===== src/gdcfg_pkg.sv =====
package gdcfg_pkg;
    // Register addresses on the serial register port
    localparam logic [5:0] ADDR_MAIN = 6'h02;
    localparam logic [5:0] ADDR_DRIVE = 6'h03;
    localparam logic [5:0] ADDR_OCMON = 6'h04;
    localparam logic [5:0] ADDR_CHOP = 6'h05;

    // Reset values
    localparam logic [7:0] DRIVE_RESET = 8'h07;
    localparam logic [7:0] OCMON_RESET = 8'h70;
    localparam logic [7:0] CHOP_RESET = 8'h01;
    localparam logic [7:0] MAIN_RESET = 8'h18;

    // Settings lock keys in main control bits 5-3
    localparam logic [2:0] LOCK_KEY = 3'h6;
    localparam logic [2:0] UNLOCK_KEY = 3'h3;
    localparam int LOCK_LSB = 3;

    // Writable masks; reserved bits 3-2 of the monitor register stay zero
    localparam logic [7:0] OCMON_WMASK = 8'hf3;

    // Watchdog timeouts
    localparam int CLK_MHZ = 100;
    localparam int WD_T0_MS = 10;
    localparam int WD_T1_MS = 20;
    localparam int WD_T2_MS = 50;
    localparam int WD_T3_MS = 100;
    localparam int WD_CYC0 = WD_T0_MS * 1000 * CLK_MHZ;
    localparam int WD_CYC1 = WD_T1_MS * 1000 * CLK_MHZ;
    localparam int WD_CYC2 = WD_T2_MS * 1000 * CLK_MHZ;
    localparam int WD_CYC3 = WD_T3_MS * 1000 * CLK_MHZ;
    localparam int WD_W = 24;

    typedef struct packed {
        logic [1:0] gate_gap_select;
        logic timeout_monitor_enable;
        logic [1:0] timeout_period_select;
        logic [2:0] gate_current_strength;
    } gdcfg_drive_t;

    typedef struct packed {
        logic amp_output_clamp;
        logic [2:0] drain_source_threshold;
        logic [1:0] reserved;
        logic high_fet_monitor_disable;
        logic low_fet_monitor_disable;
    } gdcfg_ocmon_t;

    typedef struct packed {
        logic [1:0] chop_blank_period;
        logic regulation_disable;
        logic [1:0] ref_scale;
        logic sample_hold_enable;
        logic [1:0] amp_gain;
    } gdcfg_chop_t;
endpackage : gdcfg_pkg


===== src/gdcfg_watchdog.sv =====
module gdcfg_watchdog
    import gdcfg_pkg::*;
#(
    parameter int CYC0 = WD_CYC0,
    parameter int CYC1 = WD_CYC1,
    parameter int CYC2 = WD_CYC2,
    parameter int CYC3 = WD_CYC3
) (
    input wire logic clk,
    input wire logic rst,
    input wire logic enable,
    input wire logic [1:0] period,
    input wire logic kick,
    output logic expired
);
    logic [WD_W-1:0] count;
    logic [WD_W-1:0] limit;

    // Timeout selection
    always_comb begin
        unique case (period)
            2'h0: limit = WD_W'(CYC0 - 1);
            2'h1: limit = WD_W'(CYC1 - 1);
            2'h2: limit = WD_W'(CYC2 - 1);
            default: limit = WD_W'(CYC3 - 1);
        endcase
    end

    // Counter runs only while armed; a kick restarts it
    always_ff @(posedge clk or posedge rst) begin
        if (rst) begin
            count <= '0;
            expired <= 1'b0;
        end else if (!enable || kick) begin
            count <= '0;
            expired <= 1'b0;
        end else if (count >= limit) begin
            expired <= 1'b1; // Held until kick or disable
        end else begin
            count <= count + WD_W'(1);
        end
    end
endmodule : gdcfg_watchdog


===== src/gdcfg_regs.sv =====
module gdcfg_regs
    import gdcfg_pkg::*;
#(
    parameter int WD_CYCLES0 = WD_CYC0,
    parameter int WD_CYCLES1 = WD_CYC1,
    parameter int WD_CYCLES2 = WD_CYC2,
    parameter int WD_CYCLES3 = WD_CYC3
) (
    input wire logic CLK,
    input wire logic RST,
    input wire logic WR_EN,
    input wire logic RD_EN,
    input wire logic [5:0] ADDR,
    input wire logic [7:0] WDATA,
    output logic [7:0] RDATA,
    output logic LOCKED,
    output gdcfg_drive_t DRIVE_CFG,
    output gdcfg_ocmon_t OCMON_CFG,
    output gdcfg_chop_t CHOP_CFG,
    output logic HIGH_MON_EN,
    output logic LOW_MON_EN,
    output logic WD_EXPIRED
);
    logic [2:0] lock_field;
    logic wr_main;
    logic wr_cfg;
    logic [2:0] key;
    logic wd_expired;
    logic [7:0] next_rdata;

    assign key = WDATA[LOCK_LSB +: 3];
    assign wr_main = WR_EN && (ADDR == ADDR_MAIN);
    assign wr_cfg = WR_EN && !LOCKED;

    // Lock state and its visible field; only the two keys change it
    always_ff @(posedge CLK or posedge RST) begin
        if (RST) begin
            LOCKED <= 1'b0;
            lock_field <= MAIN_RESET[LOCK_LSB +: 3];
        end else if (wr_main) begin
            if (!LOCKED && key == LOCK_KEY) begin
                LOCKED <= 1'b1;
                lock_field <= key;
            end else if (LOCKED && key == UNLOCK_KEY) begin
                LOCKED <= 1'b0;
                lock_field <= key;
            end
        end
    end

    // Drive register: dead time, watchdog, gate current
    always_ff @(posedge CLK or posedge RST) begin
        if (RST) begin
            DRIVE_CFG <= DRIVE_RESET;
        end else if (wr_cfg && ADDR == ADDR_DRIVE) begin
            DRIVE_CFG <= WDATA;
        end
    end

    // Overcurrent monitor register; reserved bits masked
    always_ff @(posedge CLK or posedge RST) begin
        if (RST) begin
            OCMON_CFG <= OCMON_RESET;
        end else if (wr_cfg && ADDR == ADDR_OCMON) begin
            OCMON_CFG <= WDATA & OCMON_WMASK;
        end
    end

    // Chopping and amplifier register
    always_ff @(posedge CLK or posedge RST) begin
        if (RST) begin
            CHOP_CFG <= CHOP_RESET;
        end else if (wr_cfg && ADDR == ADDR_CHOP) begin
            CHOP_CFG <= WDATA;
        end
    end

    // Per-FET monitor enables registered from the disable bits
    always_ff @(posedge CLK or posedge RST) begin
        if (RST) begin
            HIGH_MON_EN <= 1'b1;
            LOW_MON_EN <= 1'b1;
        end else begin
            HIGH_MON_EN <= !OCMON_CFG.high_fet_monitor_disable;
            LOW_MON_EN <= !OCMON_CFG.low_fet_monitor_disable;
        end
    end

    // Any register access counts as a watchdog service
    gdcfg_watchdog #(
        .CYC0(WD_CYCLES0),
        .CYC1(WD_CYCLES1),
        .CYC2(WD_CYCLES2),
        .CYC3(WD_CYCLES3)
    ) u_wd (
        .clk(CLK),
        .rst(RST),
        .enable(DRIVE_CFG.timeout_monitor_enable),
        .period(DRIVE_CFG.timeout_period_select),
        .kick(WR_EN || RD_EN),
        .expired(wd_expired)
    );

    // Expiry flag re-registered so the output leaves straight from a flop
    always_ff @(posedge CLK or posedge RST) begin
        if (RST) begin
            WD_EXPIRED <= 1'b0;
        end else begin
            WD_EXPIRED <= wd_expired;
        end
    end

    // Read mux; unmapped addresses read zero
    always_comb begin
        next_rdata = 8'h00;
        unique case (ADDR)
            ADDR_MAIN: next_rdata = {2'h0, lock_field, 3'h0};
            ADDR_DRIVE: next_rdata = DRIVE_CFG;
            ADDR_OCMON: next_rdata = OCMON_CFG & OCMON_WMASK;
            ADDR_CHOP: next_rdata = CHOP_CFG;
            default: next_rdata = 8'h00;
        endcase
    end

    // Read data registered one cycle after the strobe
    always_ff @(posedge CLK or posedge RST) begin
        if (RST) begin
            RDATA <= 8'h00;
        end else if (RD_EN) begin
            RDATA <= next_rdata;
        end
    end

    AST_LOCK_BLOCKS: assert property (@(posedge CLK) disable iff (RST)
        LOCKED && WR_EN && ADDR == ADDR_DRIVE |=> $stable(DRIVE_CFG))
        else $error("drive register changed while locked");
    AST_LOCK_SET: assert property (@(posedge CLK) disable iff (RST)
        !LOCKED && wr_main && key == LOCK_KEY |=> LOCKED)
        else $error("lock key did not lock");
    AST_UNLOCK: assert property (@(posedge CLK) disable iff (RST)
        LOCKED && wr_main && key != UNLOCK_KEY |=> LOCKED)
        else $error("wrong key unlocked");
    AST_RSV_ZERO: assert property (@(posedge CLK) disable iff (RST)
        OCMON_CFG.reserved == 2'h0)
        else $error("reserved bits set");
    AST_DRIVE_WR: assert property (@(posedge CLK) disable iff (RST)
        !LOCKED && WR_EN && ADDR == ADDR_DRIVE |=> DRIVE_CFG == $past(WDATA))
        else $error("drive write lost");
    AST_CHOP_WR: assert property (@(posedge CLK) disable iff (RST)
        !LOCKED && WR_EN && ADDR == ADDR_CHOP |=> CHOP_CFG == $past(WDATA))
        else $error("chop write lost");
    AST_HMON: assert property (@(posedge CLK) disable iff (RST)
        ##1 HIGH_MON_EN == !$past(OCMON_CFG.high_fet_monitor_disable))
        else $error("high monitor enable wrong");
    AST_LMON: assert property (@(posedge CLK) disable iff (RST)
        ##1 LOW_MON_EN == !$past(OCMON_CFG.low_fet_monitor_disable))
        else $error("low monitor enable wrong");
    AST_WD_OFF: assert property (@(posedge CLK) disable iff (RST)
        !DRIVE_CFG.timeout_monitor_enable [*3] |-> !WD_EXPIRED)
        else $error("watchdog fired while disabled");

    // Lock guards every configuration register, not just the drive one
    AST_LOCK_OCMON: assert property (@(posedge CLK) disable iff (RST)
        LOCKED && WR_EN && ADDR == ADDR_OCMON |=> $stable(OCMON_CFG))
        else $error("monitor register changed while locked");
    AST_LOCK_CHOP: assert property (@(posedge CLK) disable iff (RST)
        LOCKED && WR_EN && ADDR == ADDR_CHOP |=> $stable(CHOP_CFG))
        else $error("chop register changed while locked");
    AST_UNLOCK_KEY: assert property (@(posedge CLK) disable iff (RST)
        LOCKED && wr_main && key == UNLOCK_KEY |=> !LOCKED)
        else $error("unlock key did not unlock");
    AST_NO_FALSE_LOCK: assert property (@(posedge CLK) disable iff (RST)
        !LOCKED && wr_main && key != LOCK_KEY |=> !LOCKED)
        else $error("wrong key locked");
    AST_LOCK_HOLD: assert property (@(posedge CLK) disable iff (RST)
        LOCKED && !wr_main |=> LOCKED)
        else $error("lock dropped without a key");
    AST_FREE_HOLD: assert property (@(posedge CLK) disable iff (RST)
        !LOCKED && !wr_main |=> !LOCKED)
        else $error("lock set without a key");
    AST_OCMON_WR: assert property (@(posedge CLK) disable iff (RST)
        !LOCKED && WR_EN && ADDR == ADDR_OCMON |=> OCMON_CFG == ($past(WDATA) & OCMON_WMASK))
        else $error("monitor write lost");

    // Read port returns the drive and chop registers as they stood at the strobe; monitor reads check only that reserved bits are zero
    AST_RD_DRIVE: assert property (@(posedge CLK) disable iff (RST)
        RD_EN && ADDR == ADDR_DRIVE |=> RDATA == $past(DRIVE_CFG))
        else $error("drive readback wrong");
    AST_RD_OCMON: assert property (@(posedge CLK) disable iff (RST)
        RD_EN && ADDR == ADDR_OCMON |=> (RDATA & ~OCMON_WMASK) == 8'h00)
        else $error("reserved bits read non-zero");
    AST_RD_CHOP: assert property (@(posedge CLK) disable iff (RST)
        RD_EN && ADDR == ADDR_CHOP |=> RDATA == $past(CHOP_CFG))
        else $error("chop readback wrong");

    // Any access clears the expiry within two flops
    AST_WD_CLEAR: assert property (@(posedge CLK) disable iff (RST)
        WR_EN || RD_EN |=> ##1 !WD_EXPIRED)
        else $error("access did not clear the watchdog");

    COV_LOCK: cover property (@(posedge CLK) disable iff (RST) $rose(LOCKED));
    COV_UNLOCK: cover property (@(posedge CLK) disable iff (RST) $fell(LOCKED));
    COV_WD: cover property (@(posedge CLK) disable iff (RST) $rose(WD_EXPIRED));
    COV_LOCKED_WRITE: cover property (@(posedge CLK) disable iff (RST)
        LOCKED && WR_EN && ADDR != ADDR_MAIN);
    COV_MON_OFF: cover property (@(posedge CLK) disable iff (RST)
        !HIGH_MON_EN && !LOW_MON_EN);
endmodule : gdcfg_regs


===== config.mk =====
export PLATFORM = sky130hd
export DESIGN_NAME = gdcfg_regs
export DESIGN_NICKNAME = d
export VERILOG_FILES = /design/src/gdcfg_pkg.sv /design/src/gdcfg_watchdog.sv /design/src/gdcfg_regs.sv
export SDC_FILE = /design/constraint.sdc
export NUM_CORES = 1
export LEC_CHECK = 0
export BUFFER_PORTS_ARGS = -buffer_cell sky130_fd_sc_hd__buf_4
export CORE_ASPECT_RATIO = 1.5
export CORE_MARGIN = 1.5
export CORE_UTILIZATION = 52
export CTS_CLUSTER_DIAMETER = 50
export DETAILED_ROUTE_END_ITERATION = 8
export PLACE_DENSITY = 0.77
export REMOVE_ABC_BUFFERS = 1
export SYNTH_ARGS = -nofsm -noshare
export SYNTH_HDL_FRONTEND = slang
export SYNTH_HIERARCHICAL = 1
export SYNTH_SLANG_ARGS = --single-unit

===== constraint.sdc =====
create_clock -name CLK -period 2.48 [get_ports CLK]
set_input_delay 0.372 -clock CLK [delete_from_list [all_inputs] [get_ports CLK]]
set_output_delay 0.372 -clock CLK [all_outputs]
set_load 0.02 [all_outputs]

# Word-level counts from Yosys, hierarchy flattened

Cells that the tools add are included.

Flip-flop bits (word level): 62
Bits in latches: 0
Bits in writable memories: 0
ROM bits: 0
Bits of input ports: 18
Output and inout bits: 36
Logic and storage cells: 59
Memories: 0

Add/sub/neg operators: 1
Multiply operators: 0
Divide/modulo/power cells: 0
Magnitude comparators: 1
Equality and inequality tests: 9
Shift-type cells: 0
Mux-type cells: 10
Bitwise logic cells: 0
Reduce and logical (&&, ||, !) cells: 17

Operators by type and width:

| kind                                                  | count |
|---|---|
| case mux 24 bit (3 select lines)                      | 1 |
| 2-to-1 mux 24 bit                                     | 2 |
| case mux 8 bit (4 select lines)                       | 1 |
| adder 24 x 1 -> 24 bit, second input constant         | 1 |
| greater-or-equal comparator 24 bit                    | 1 |
| == test 6 x 2 -> 1 bit, second input constant         | 2 |
| == test 6 x 3 -> 1 bit, second input constant         | 2 |
| logical AND 1 bit                                     | 7 |
| 2-to-1 mux 3 bit                                      | 2 |
| zero test 1 bit                                       | 4 |
| 2-to-1 mux 1 bit                                      | 4 |
| nonzero test 2 bit                                    | 2 |
| == test 3 x 2 -> 1 bit, second input constant         | 1 |
| == test 3 bit, second input constant                  | 1 |
| == test 2 x 1 -> 1 bit, second input constant         | 1 |
| == test 2 bit, second input constant                  | 1 |
| zero test 2 bit                                       | 1 |
| logical OR 1 bit                                      | 2 |
| inequality test 2 x 1 -> 1 bit, second input constant | 1 |
| AND reduction 2 bit                                   | 1 |

# Depth between registers and ports, before layout

Gate-level depths: netlist of the first run.

Word-level depth: 5
Depth in mapped cells: 12
Depth with buffers taken out: 9

# By module

Netlist of the first run, hierarchy kept.

Modules (own cells, without submodules):

| module         | instances | cells each | area an instance (µm²) | seq. area each (µm²) |
|---|---|---|---|---|
| gdcfg_watchdog | 1         | 207        | 1819.2                 | 625.6 |
| gdcfg_regs     | 1         | 134        | 1721.7                 | 939.7 |

# Worst setup path after synthesis of the first run

OpenSTA, ideal clock, no wires.

Path kind: register -> register
Start: register DRIVE_CFG[3] (netlist bit)
End: register u_wd.count[7]
Library setup time: 0.074 ns
Arrival time: 2.408 ns
Required time: 2.406 ns
Path slack: -0.003 ns
Stages on the path, launching flop included: 12
Buffers on the path: 3
Period minus slack after synthesis: 2.483 ns
Path through: dfrtp_1 -> buf_6 -> inv_2 -> nand2_1 -> ha_1 -> o2111ai_1 -> or4_4 -> a31oi_4 -> buf_6 -> buf_8 -> o31ai_1 -> a21oi_2

Longest elaborated chain between the ends: 4
Elaborated cells on any way between the ends: 6
Classes of those cells: order compare: 1; eq/ne: 3; mux: 1; reduce/logical: 1

RTL lines:

| element                                      | line                 | text |
|---|---|---|
| start: declaration                           | gdcfg_regs.sv:17     | `output gdcfg_drive_t DRIVE_CFG,` |
| start signal: assignment                     | gdcfg_regs.sv:54     | `DRIVE_CFG <= DRIVE_RESET;` |
| start signal: assignment                     | gdcfg_regs.sv:56     | `DRIVE_CFG <= WDATA;` |
| == test 2 bit (tied with other cells)        | gdcfg_watchdog.sv:21 | `unique case (period)` |
| case mux 24 bit (3 select lines) (*)         | gdcfg_watchdog.sv:21 |  |
| greater-or-equal comparator 24 bit (*)       | gdcfg_watchdog.sv:37 | `end else if (count >= limit) begin` |
| inequality test 2 x 1 -> 1 bit (no line) (*) | n/a                  |  |
| end signal: assignment                       | gdcfg_watchdog.sv:40 | `count <= count + WD_W'(1);` |
| end: declaration                             | gdcfg_watchdog.sv:16 | `logic [WD_W-1:0] count;` |

Every way passes the cells marked *; elsewhere a longest branch is shown, timed or not.
A chain may end at the register's enable or synchronous reset.

# Worst setup path in the final report of the first run

Same ends and word-level chain as after synthesis.

==> results of run 1 <==
==> cell usage after synthesis, drive strengths merged (4+ instances only) <==
library cell  count  area share
o211ai            8       0.017
o22ai             7       0.012
or4              24       0.052
a21oi            20       0.029
buf              13       0.030
mux2             25       0.086
nor2              8      0.0085
nor2b             4      0.0071
ha               10       0.035
or2               4      0.0071
nand2            19       0.021
and3              5      0.0088
and2              4      0.0071
inv              23       0.024
dfstp            11       0.082
mux2i             4       0.011
nand4            14       0.025
nor3              5       0.010
dfrtp            51        0.36
nand3            15       0.021
o31ai            17       0.036
clkbuf            7      0.0074
o21ai             6      0.0085
==> area by class of cell <==
class	count	area, µm²	area share
clock buffers	11	151	0.0353
clock inverters	5	33.8	0.00789
inverters	23	88.8	0.0207
multi-input cells	237	1790	0.419
flip-flops and latches	62	1570	0.366
well taps	76	95.1	0.0222
repair buffers	70	554	0.129
==> worst reg2reg max path, stage by stage, from the launching register on <==
cell and delay, ps:
sky130_fd_sc_hd__dfrtp_2 480, sky130_fd_sc_hd__buf_6 160, sky130_fd_sc_hd__ha_1 290, sky130_fd_sc_hd__o21a_1 110, sky130_fd_sc_hd__nor2_1 90, sky130_fd_sc_hd__maj3_2 230, sky130_fd_sc_hd__a31oi_4 100, sky130_fd_sc_hd__buf_12 180
sky130_fd_sc_hd__or4_1 540, sky130_fd_sc_hd__a21oi_2 150
==> per-stage QoR <==
stage               hold WS, ps   util  TNS, ps
global placement            364  0.620        0
global route                103  0.656    -21.1
finish                     75.8  0.656        0
detailed placement          371  0.620        0
floorplan                   355      -   -10390
CTS                        76.8  0.648        0
==> what timing repair did <==
action / 4_1_cts / 5_1_grt
endpoints found under the hold margin: 0 / 0
buffers inserted: 0 / 1
hold buffers: 0 / 0
endpoints found under the setup margin: 0 / 22
gates resized for setup: 0 / 11
==> layer usage <==
metal | vias up | share of wire | GRT usage
met5 | - | 0 | 0
met3 | 28 | 0.050 | 0.0669
met1 | 1449 | 0.38 | 0.278
met2 | 98 | 0.54 | 0.443
li1 | 1419 | - | -
met4 | 0 | 0.036 | 0.122
==> power breakdown <==
group	switching, W	internal (W)
combinational	0.000103	0.0000783
sequential	0.0000174	0.00104
clock	0.000411	0.000414
==> registers in the layout (all words and copies together), names as in the netlist <==
| register | flops |
|---|---|
| CHOP_CFG | 8 |
| LOCKED | 1 |
| RDATA | 8 |
| HIGH_MON_EN | 1 |
| u_wd/expired | 1 |
| WD_EXPIRED | 1 |
| u_wd/count | 24 |
| DRIVE_CFG | 8 |
| OCMON_CFG | 6 |
| lock_field | 3 |
| LOW_MON_EN | 1 |
==> worst min path at each step <==
stage / cells past startpoint / slack, ps / end
floorplan: 0 / 360 / WD_EXPIRED
global placement: 0 / 360 / WD_EXPIRED
detailed placement: 0 / 370 / WD_EXPIRED
CTS: 3 / 80 / u_wd/count[18]
global route: 3 / 100 / u_wd/expired
finish: 3 / 80 / u_wd/expired
==> logic make-up after synthesis <==
logic type / count (synthesis) / synth area share
other: 1 / 0.00106
AO/OA/AOI/OAI: 83 / 0.168
multiplexers: 29 / 0.0972
flip-flops: 62 / 0.442
adder cells (fa/ha/maj): 11 / 0.0382
AND/OR/NAND/NOR: 110 / 0.186
XOR/XNOR: 2 / 0.00495
buffers and inverters: 43 / 0.0622
==> reports/metrics.csv, run 1 <==
stage,metric,value,unit
status,status,"complete, no violations",
detailed_routing,wl_per_cell,18.2,µm
global_route,wire_length_of_the_first_global_routing_pass,14700,µm
logic_synthesis,ys_warn_count,6,
worst_setup_path,r2r-start,DRIVE_CFG[3],
final_layout,layout_commonest_cell,sky130_fd_sc_hd__buf_4,
clock_tree,clock_insertion_delay_worst_skew,350,ps
placement,place_ws,68.6,ps
clock_tree,cts-buffers-inserted,9,
worst_setup_path,critical-path-top-delay-family,simple AND/OR/NAND/NOR gates,
worst_setup_path,startpoint_type,flop,
detailed_routing,drcViolationCount,0,
timing,number_of_slew_limit_violations_in_the_final_report,0,
final_layout,n_antenna_cell,0,
global_route,pin_count_of_the_biggest_net_entering_global_routing,42,
final_layout,nFillCells,516,
detailed_routing,route.detailed.vias_per_inst,6.19,
detailed_routing,detail-route-antenna-nets,0,
clock_tree,cts_root_buffer,sky130_fd_sc_hd__clkbuf_8,
logic_synthesis,ys.flop_type,sky130_fd_sc_hd__dfrtp_1,
die,starting_density,0.542,
timing,fmax,419,MHz
timing,grt_setup_unrepaired,true,
worst_setup_path,worstSetupPathDepth,9,
worst_setup_path,endpoint_kind,flop,
timing,finalHoldViolations,0,
global_route,antenna_found_initial,0,
placement,dp.final_hpwl,6430,µm
power_and_ir_drop,vdd.ir_drop.worst,0.424,mV
worst_setup_path,worst_path_largest_cell_delay,530,ps
clock_tree,ctsHtreeMaxLevel,3,
final_layout,instances_no_fill,484,
placement,buffer_ports.inserted,51,
hold_path,hp-class,input port to async pin,
logic_synthesis,synthesis.instances,341,
power_and_ir_drop,power.static_leakage,1.85,nW
placement,placed_cells_incl_taps,467,
clock_tree,clk_transition_reported_paths,70,ps
final_layout,area_of_all_placed_cells_without_fillers,0.00428,mm²
logic_synthesis,synth-edff-count,0,
timing,skew,5.76,ps
worst_setup_path,worst-setup-path-type,flop to flop,
timing,setup_violations,0,
detailed_routing,vias,2994,
detailed_routing,detailedRoute.firstPassIterationCount,4,
final_layout,layout_cells_sized_above_1,0.346,
die,fp.dieArea,0.00732,mm²
final_layout,mostFrequentLayoutCells,"67 x sky130_fd_sc_hd__buf_4, 49 x sky130_fd_sc_hd__dfrtp_1, 22 x sky130_fd_sc_hd__inv_1, 22 x sky130_fd_sc_hd__or4_1, 19 x sky130_fd_sc_hd__mux2_2",
timing,layout_worst_path_cycle_share,0.963,
die,io_pins,54,
timing,period_minus_slack,2390,ps
placement,gp_congestion,0.958,
power_and_ir_drop,finalPower,0.00206,W
detailed_routing,drtIter0Drc,185,
clock_tree,clk_path_buf_depth,2,
final_layout,area_delta_synth_final,21.0,%
die,core,0.00653,mm²
logic_synthesis,mappedNetlistArea,0.00354,mm²
logic_synthesis,asyncSetResetFlopFracSynth,1.00,
logic_synthesis,synth.ff_latch_count,62,
timing,worst_slew_margin_rel,0.542,
worst_setup_path,cp-endpoint,u_wd/count[7],
final_layout,post_layout_nets,431,
worst_setup_path,rr_worst_depth,9,
worst_setup_path,required,2760,ps
logic_synthesis,synthDistinctLibCells,60,
power_and_ir_drop,cellPowerDensity,481,mW/mm²
global_route,first_global_vias,3142,
worst_setup_path,crit_chain,buf_6 -> ha_1 -> o21a_1 -> nor2_1 -> maj3_2 -> a31oi_4 -> buf_12 -> or4_1 -> a21oi_2,
global_route,grtUsageTotal,0.253,
worst_setup_path,r2r-end,u_wd/count[7],
flow_run,drv.max_cap_violation_count,0,
worst_setup_path,critPathArrivalTime,2670,ps
logic_synthesis,avgSynthCellArea,10.4,µm²
die,die_w,70.4,µm
clock_tree,tritoncts_num_sinks,62,
detailed_routing,detail_route.wirelength,8790,µm
worst_setup_path,cp_num_buf_inv,2,
placement,dpl-instance-area,0.00405,mm²
worst_setup_path,critPathMaxFanout,37,
clock_tree,cts_tree,done,
logic_synthesis,synth-seq-area-share,0.442,
timing,worst-slew-pin-transition,686,ps
die,std_cell_rows,36,
worst_setup_path,crit_path_top_delay_cell,sky130_fd_sc_hd__or4_1,
global_route,total_congestion_overflow,0,
worst_setup_path,setup.reg_to_reg.worst_slack,90,ps
worst_setup_path,startpoint,DRIVE_CFG[3],
timing,setup_ws,90.9,ps
die,die_height,104,µm
No activity file was read; power rests on OpenSTA's default activity.
==> run 2: changes to the inputs <==
--- a/config.mk
+++ b/config.mk
@@ -11,7 +11,7 @@
 export CORE_UTILIZATION = 52
 export CTS_CLUSTER_DIAMETER = 50
 export DETAILED_ROUTE_END_ITERATION = 8
-export PLACE_DENSITY = 0.77
+export PLACE_DENSITY = 0.8
 export REMOVE_ABC_BUFFERS = 1
 export SYNTH_ARGS = -nofsm -noshare
 export SYNTH_HDL_FRONTEND = slang
==> run 2 against run 1 <==
The run now ends with setup timing left. Clock-buffer cell count grew 1. Register-to-register slack worse by 130 ps. Hold slack better by 26 ps. Maximum frequency down 5.0%. Sequential share of layout area shrank 3.5 points. Critical path depth is 1 higher. Non-clock buffer count is 15 higher. Sequential cell count unchanged. Combinational power increased by 8%. Die area did not move.
==> reports/metrics.csv, run 2 (same netlist as run 1, synthesis figures left out) <==
stage,metric,value,unit
status,status,finished with violations,
status,failing_checks,setup timing,
clock_tree,ctsHtreeMaxLevel,3,
clock_tree,clk_path_buf_depth,2,
final_layout,mostFrequentLayoutCells,"69 x sky130_fd_sc_hd__buf_4, 50 x sky130_fd_sc_hd__dfrtp_1, 22 x sky130_fd_sc_hd__inv_1",
clock_tree,postCtsHoldBufs,0,
die,core,0.00653,mm²
power_and_ir_drop,power.static_leakage,2.02,nW
hold_path,hp-class,input port to async pin,
final_layout,nFillCells,446,
final_layout,final_core_util,0.724,
timing,fmax,397,MHz
worst_setup_path,endpoint_kind,flop,
detailed_routing,wl_per_cell,21.6,µm
timing,skew,6.79,ps
worst_setup_path,rr_worst_depth,10,
die,die_height,104,µm
worst_setup_path,crit_path_top_delay_cell,sky130_fd_sc_hd__or4_4,
timing,worst_slew_margin_rel,0.526,
detailed_routing,drcViolationCount,0,
final_layout,n_antenna_cell,0,
final_layout,post_layout_nets,446,
worst_setup_path,startpoint_type,flop,
clock_tree,tritoncts_num_sinks,62,
timing,worst-slew-pin-transition,709,ps
detailed_routing,detail_route.wirelength,10800,µm
global_route,antenna_found_initial,0,
die,die_w,70.4,µm
clock_tree,clk_transition_reported_paths,70,ps
die,io_pins,54,
detailed_routing,detailedRoute.firstPassIterationCount,5,
timing,period_minus_slack,2520,ps
final_layout,area_delta_synth_final,33.6,%
global_route,first_global_vias,3066,
die,std_cell_rows,36,
timing,grt_setup_unrepaired,true,
global_route,wire_length_of_the_first_global_routing_pass,14600,µm
final_layout,top_register,u_wd/count,
placement,place_ws,62.0,ps
timing,timing.setup.tns,-394,ps
power_and_ir_drop,vdd.ir_drop.worst,0.425,mV
timing,fin_worst_hold_slack,102,ps
global_route,grtUsageTotal,0.254,
worst_setup_path,required,2760,ps
clock_tree,cts_root_buffer,sky130_fd_sc_hd__clkbuf_8,
final_layout,layout_cells_sized_above_1,0.426,
detailed_routing,drtIter0Drc,292,
placement,dp.final_hpwl,6470,µm
detailed_routing,detail-route-antenna-nets,0,
timing,layout_worst_path_cycle_share,1.01,
worst_setup_path,r2r-end,u_wd/count[15],
worst_setup_path,cp_num_buf_inv,3,
power_and_ir_drop,cellPowerDensity,488,mW/mm²
flow_run,drv.max_cap_violation_count,0,
die,fp.dieArea,0.00732,mm²
clock_tree,cts_tree,done,
clock_tree,clock_insertion_delay_worst_skew,350,ps
timing,number_of_slew_limit_violations_in_the_final_report,0,
worst_setup_path,setup.reg_to_reg.worst_slack,-40,ps
power_and_ir_drop,finalPower,0.00231,W
clock_tree,cts-buffers-inserted,9,
final_layout,layout_commonest_cell,sky130_fd_sc_hd__buf_4,
global_route,pin_count_of_the_biggest_net_entering_global_routing,46,
timing,finalHoldViolations,0,
timing,setup_violations,17,
worst_setup_path,critical-path-top-delay-family,simple AND/OR/NAND/NOR gates,
worst_setup_path,r2r-start,DRIVE_CFG[3],
worst_setup_path,critPathArrivalTime,2800,ps
detailed_routing,route.detailed.vias_per_inst,6.64,
global_route,total_congestion_overflow,0,
worst_setup_path,worst-setup-path-type,flop to flop,
worst_setup_path,critPathMaxFanout,11,
placement,buffer_ports.inserted,51,
timing,setup_ws,-36.1,ps
die,starting_density,0.542,
final_layout,largest_register_ff_count,24,
placement,gp_congestion,0.920,
detailed_routing,vias,3313,
worst_setup_path,crit_chain,inv_2 -> nand2_2 -> ha_1 -> nand4_1 -> a2111o_1 -> a31oi_4 -> buf_12 -> clkbuf_16 -> or4_4 -> a21oi_2,
worst_setup_path,worst_path_largest_cell_delay,520,ps
==> run 2: cell types whose count changed in the layout (fill, tap and decap cells not counted), moves of 6 or more <==
| cell | change |
|---|---|
| sky130_fd_sc_hd__or4_1 | -8 |
| sky130_fd_sc_hd__buf_6 | +6 |
| sky130_fd_sc_hd__a21oi_1 | -7 |
| sky130_fd_sc_hd__clkbuf_16 | +6 |
| sky130_fd_sc_hd__a21oi_2 | +7 |
| sky130_fd_sc_hd__or4_4 | +8 |
==> run 2: worst min-delay path: stages <==
cell	delay (ps)
sky130_fd_sc_hd__buf_4	110
sky130_fd_sc_hd__inv_1	50
sky130_fd_sc_hd__buf_4	330
==> run 2: worst max-delay path by stage <==
stage                  from  cells after the start             end
6_report       DRIVE_CFG[3]                     10  u_wd/count[15]
5_1_grt        DRIVE_CFG[3]                     11   u_wd/count[3]
4_1_cts        DRIVE_CFG[3]                      9   u_wd/count[7]
3_5_place_dp   DRIVE_CFG[3]                      9   u_wd/count[7]
3_3_place_gp   DRIVE_CFG[4]                      8  u_wd/count[18]
2_1_floorplan  DRIVE_CFG[3]                      8   u_wd/count[7]
==> run 2: repair_timing <==
item / 4_1_cts / 5_1_grt
gates resized for setup: 0 / 43
endpoints found under the setup margin: 0 / 18
buffers inserted: 0 / 6
==> run 2: metrics by stage <==
step	cells	instance area, µm²
floorplan	322	3410
global placement	468	4060
detailed placement	468	4060
CTS	484	4290
global route	499	4730
finish	499	4730
==> run 2: per-layer routing <==
layer	global-route usage	vias up	part of all wire
met3	0.0640	53	0.066
met4	0.126	0	0.058
li1	-	1451	-
met5	0	-	0
met1	0.282	1609	0.36
met2	0.441	200	0.52
==> run 2: final cells by class <==
type / count / area (µm²) / share of cell area
clock inverters: 4 / 95.1 / 0.0201
inverters: 23 / 86.3 / 0.0183
flip-flops and latches: 62 / 1570 / 0.331
well taps: 76 / 95.1 / 0.0201
multi-input cells: 237 / 1940 / 0.411
clock buffers: 12 / 135 / 0.0286
repair buffers: 85 / 807 / 0.171
==> run 2: where the power goes <==
part           leakage (nW)  switching (W)  internal, W
Clock                 0.115       0.000392     0.000667
Combinational          1.09       0.000110    0.0000848
Sequential            0.812      0.0000166      0.00104
Total                  2.02       0.000519      0.00179
==> run 3: changes to the inputs <==
--- a/config.mk
+++ b/config.mk
@@ -5,11 +5,13 @@
 export SDC_FILE = /design/constraint.sdc
 export NUM_CORES = 1
 export LEC_CHECK = 0
+export ABC_AREA = 1
 export BUFFER_PORTS_ARGS = -buffer_cell sky130_fd_sc_hd__buf_4
 export CORE_ASPECT_RATIO = 1.5
 export CORE_MARGIN = 1.5
-export CORE_UTILIZATION = 52
+export CORE_UTILIZATION = 53
 export CTS_CLUSTER_DIAMETER = 50
+export CTS_CLUSTER_SIZE = 14
 export DETAILED_ROUTE_END_ITERATION = 8
 export PLACE_DENSITY = 0.8
 export REMOVE_ABC_BUFFERS = 1
==> run 3 against run 2 <==
The flow now finishes without violations. Sequential share of layout area up 0.75 points. Critical path depth is 2 higher. Register-to-register slack gained 300 ps. Cell count increased by 40%. Global-route usage up 0.36 points. Critical path type unchanged.
==> reports/metrics.csv, run 3 <==
stage,metric,value,unit
status,status,"complete, no violations",
timing,layout_worst_path_cycle_share,0.892,
placement,gp_congestion,0.938,
logic_synthesis,synth-adder-area-share,0.0309,
logic_synthesis,netlist.area_leader.share,0.315,
logic_synthesis,synthesis.instances,547,
timing,number_of_slew_limit_violations_in_the_final_report,0,
timing,fmax,452,MHz
die,std_cell_rows,38,
logic_synthesis,synth-seq-area-share,0.387,
global_route,antenna_found_initial,0,
worst_setup_path,worst-setup-path-type,flop to flop,
logic_synthesis,synthDominantAreaCellType,sky130_fd_sc_hd__dfrtp_1,
worst_setup_path,crit_chain,nand2_1 -> ha_1 -> nand2_1 -> a21oi_1 -> nand3_1 -> nor2_1 -> nor2_2 -> nand2_2 -> inv_2 -> nand3b_1 -> nand2_1 -> inv_1,
power_and_ir_drop,finalPower,0.00240,W
logic_synthesis,synthXorXnorAreaFrac,0.0325,
final_layout,layout_cells_sized_above_1,0.212,
detailed_routing,route.detailed.vias_per_inst,5.26,
logic_synthesis,synth-edff-count,0,
logic_synthesis,synthDistinctLibCells,38,
timing,grt_setup_unrepaired,false,
timing,setup_violations,0,
worst_setup_path,critPathMaxFanout,25,
logic_synthesis,asyncSetResetFlopFracSynth,1.00,
clock_tree,cts_root_buffer,sky130_fd_sc_hd__clkbuf_8,
power_and_ir_drop,vdd.ir_drop.worst,0.466,mV
detailed_routing,drcViolationCount,0,
worst_setup_path,worst_path_largest_cell_delay,530,ps
detailed_routing,detail_route.wirelength,9550,µm
worst_setup_path,startpoint_type,flop,
final_layout,mostFrequentLayoutCells,"164 x sky130_fd_sc_hd__nand2_1, 64 x sky130_fd_sc_hd__inv_1, 56 x sky130_fd_sc_hd__buf_4",
timing,worst_slew_margin_rel,0.338,
global_route,grtUsageTotal,0.257,
flow_run,drv.max_cap_violation_count,0,
clock_tree,tritoncts_num_sinks,62,
global_route,pin_count_of_the_biggest_net_entering_global_routing,50,
clock_tree,clk_path_buf_depth,2,
die,core,0.00732,mm²
worst_setup_path,required,2740,ps
timing,worst-slew-pin-transition,993,ps
worst_setup_path,setup.reg_to_reg.worst_slack,270,ps
final_layout,n_antenna_cell,0,
die,die_w,74.4,µm
power_and_ir_drop,cellPowerDensity,518,mW/mm²
die,fp.dieArea,0.00818,mm²
clock_tree,postCtsResizedCells,0,
final_layout,post_layout_nets,622,
final_layout,register_area,0.00157,mm²
logic_synthesis,yosysMostFrequentCell,sky130_fd_sc_hd__nand2_1,
power_and_ir_drop,power.static_leakage,2.47,nW
final_layout,area_delta_synth_final,14.3,%
hold_path,hp-class,input port to async pin,
logic_synthesis,post_synth_most_frequent_cells,"164 x sky130_fd_sc_hd__nand2_1, 64 x sky130_fd_sc_hd__inv_1, 55 x sky130_fd_sc_hd__nand3_1, 55 x sky130_fd_sc_hd__nor2_1, 51 x sky130_fd_sc_hd__dfrtp_1",
worst_setup_path,crit_path_top_delay_cell,sky130_fd_sc_hd__dfrtp_1,
final_layout,multiInputGateArea,0.00205,mm²
timing,period_minus_slack,2210,ps
final_layout,instances_no_fill,699,
clock_tree,cts_setup_buffers,0,
timing,finalHoldViolations,0,
clock_tree,postCtsHoldBufs,0,
timing,fin_worst_hold_slack,125,ps
timing,skew,14.0,ps
global_route,wire_length_of_the_first_global_routing_pass,16000,µm
detailed_routing,detail-route-antenna-nets,0,
global_route,total_congestion_overflow,0,
logic_synthesis,avgSynthCellArea,7.40,µm²
logic_synthesis,synth-simple-area-share,0.389,
die,die_height,110,µm
placement,dp.final_hpwl,7030,µm
detailed_routing,wl_per_cell,13.7,µm
worst_setup_path,cp_num_buf_inv,2,
logic_synthesis,synth.area.top_cells,"sky130_fd_sc_hd__dfrtp_1 32%, sky130_fd_sc_hd__nand2_1 15%, sky130_fd_sc_hd__dfstp_2 7.1%",
logic_synthesis,synth.ff_latch_count,62,
die,io_pins,54,
clock_tree,ctsHtreeMaxLevel,3,
logic_synthesis,ys.flop_type,sky130_fd_sc_hd__dfrtp_1,
clock_tree,cts-buffers-inserted,9,
clock_tree,cts_tree,done,
worst_setup_path,critical-path-top-delay-family,simple AND/OR/NAND/NOR gates,
final_layout,layout_commonest_cell,sky130_fd_sc_hd__nand2_1,
final_layout,largest_register_ff_count,24,
worst_setup_path,worst_path_most_repeated_cell,sky130_fd_sc_hd__nand2_1,
logic_synthesis,synth_top_family_by_area,simple AND/OR/NAND/NOR gates,
final_layout,nFillCells,686,
logic_synthesis,ys_warn_count,6,
global_route,first_global_vias,3664,
detailed_routing,detailedRoute.firstPassIterationCount,5,
placement,placed_cells_incl_taps,683,
final_layout,final_core_util,0.632,
worst_setup_path,endpoint_kind,flop,
final_layout,top_register,u_wd/count,
detailed_routing,drtIter0Drc,247,
logic_synthesis,synth-compound-area-share,0.0526,
die,starting_density,0.553,
clock_tree,clk_transition_reported_paths,80,ps
logic_synthesis,mappedNetlistArea,0.00405,mm²
logic_synthesis,yosys-mux-area-fraction,0,
detailed_routing,vias,3674,
placement,buffer_ports.inserted,51,
clock_tree,clock_insertion_delay_worst_skew,350,ps
worst_setup_path,critPathArrivalTime,2470,ps
[run 3: final timing paths]
path | startpoint | endpoint | depth (start not counted)
max | DRIVE_CFG[4] | u_wd/expired | 12
min | RST | WD_EXPIRED | 3
max reg2reg | DRIVE_CFG[4] | u_wd/expired | 12
min reg2reg | u_wd/expired | WD_EXPIRED | 0
max in group asynchronous | RST | u_wd/count[13] | 2
min in group CLK | WDATA[2] | DRIVE_CFG[2] | 3
[run 3: tightest hold or removal path: stages]
cell and delay, ps:
sky130_fd_sc_hd__buf_4 110, sky130_fd_sc_hd__inv_1 40, sky130_fd_sc_hd__buf_4 390
[run 3: where the power goes]
part / leakage [nW] / switching (W) / internal, W
sequential: 0.816 / 0.0000590 / 0.00108
clock: 0.0923 / 0.000417 / 0.000462
combinational: 1.57 / 0.000232 / 0.000147
[run 3: logic make-up (layout without fill, tap and decap cells)]
group / Yosys count / in the layout
xor+xnor: 15 / 15
compound gates: 34 / 34
buf+inv: 91 / 142
flops: 62 / 62
simple gates: 334 / 334
other cells: 1 / 2
fa+ha+maj: 10 / 10
[run 3: layer usage]
layer  share of wire  global-route usage
met5               0                   0
met4           0.016               0.138
met3           0.056              0.0755
met1            0.39               0.272
met2            0.54               0.452
[run 3: through the flow]
step                TNS, ps  area, µm²  setup slack [ps]
global placement          0       4430               266
detailed placement        0       4430               213
finish                    0       4620               268
global route              0       4620              23.4
floorplan              -145       3880             -16.4
CTS                       0       4620               193
[run 3: area by class of cell]
class / instances / share of cell area
multi-input cells: 395 / 0.444
flip-flops and latches: 62 / 0.339
repair buffers: 56 / 0.0909
inverters: 70 / 0.0576
clock buffers: 10 / 0.0276
well taps: 100 / 0.0271
clock inverters: 6 / 0.0138
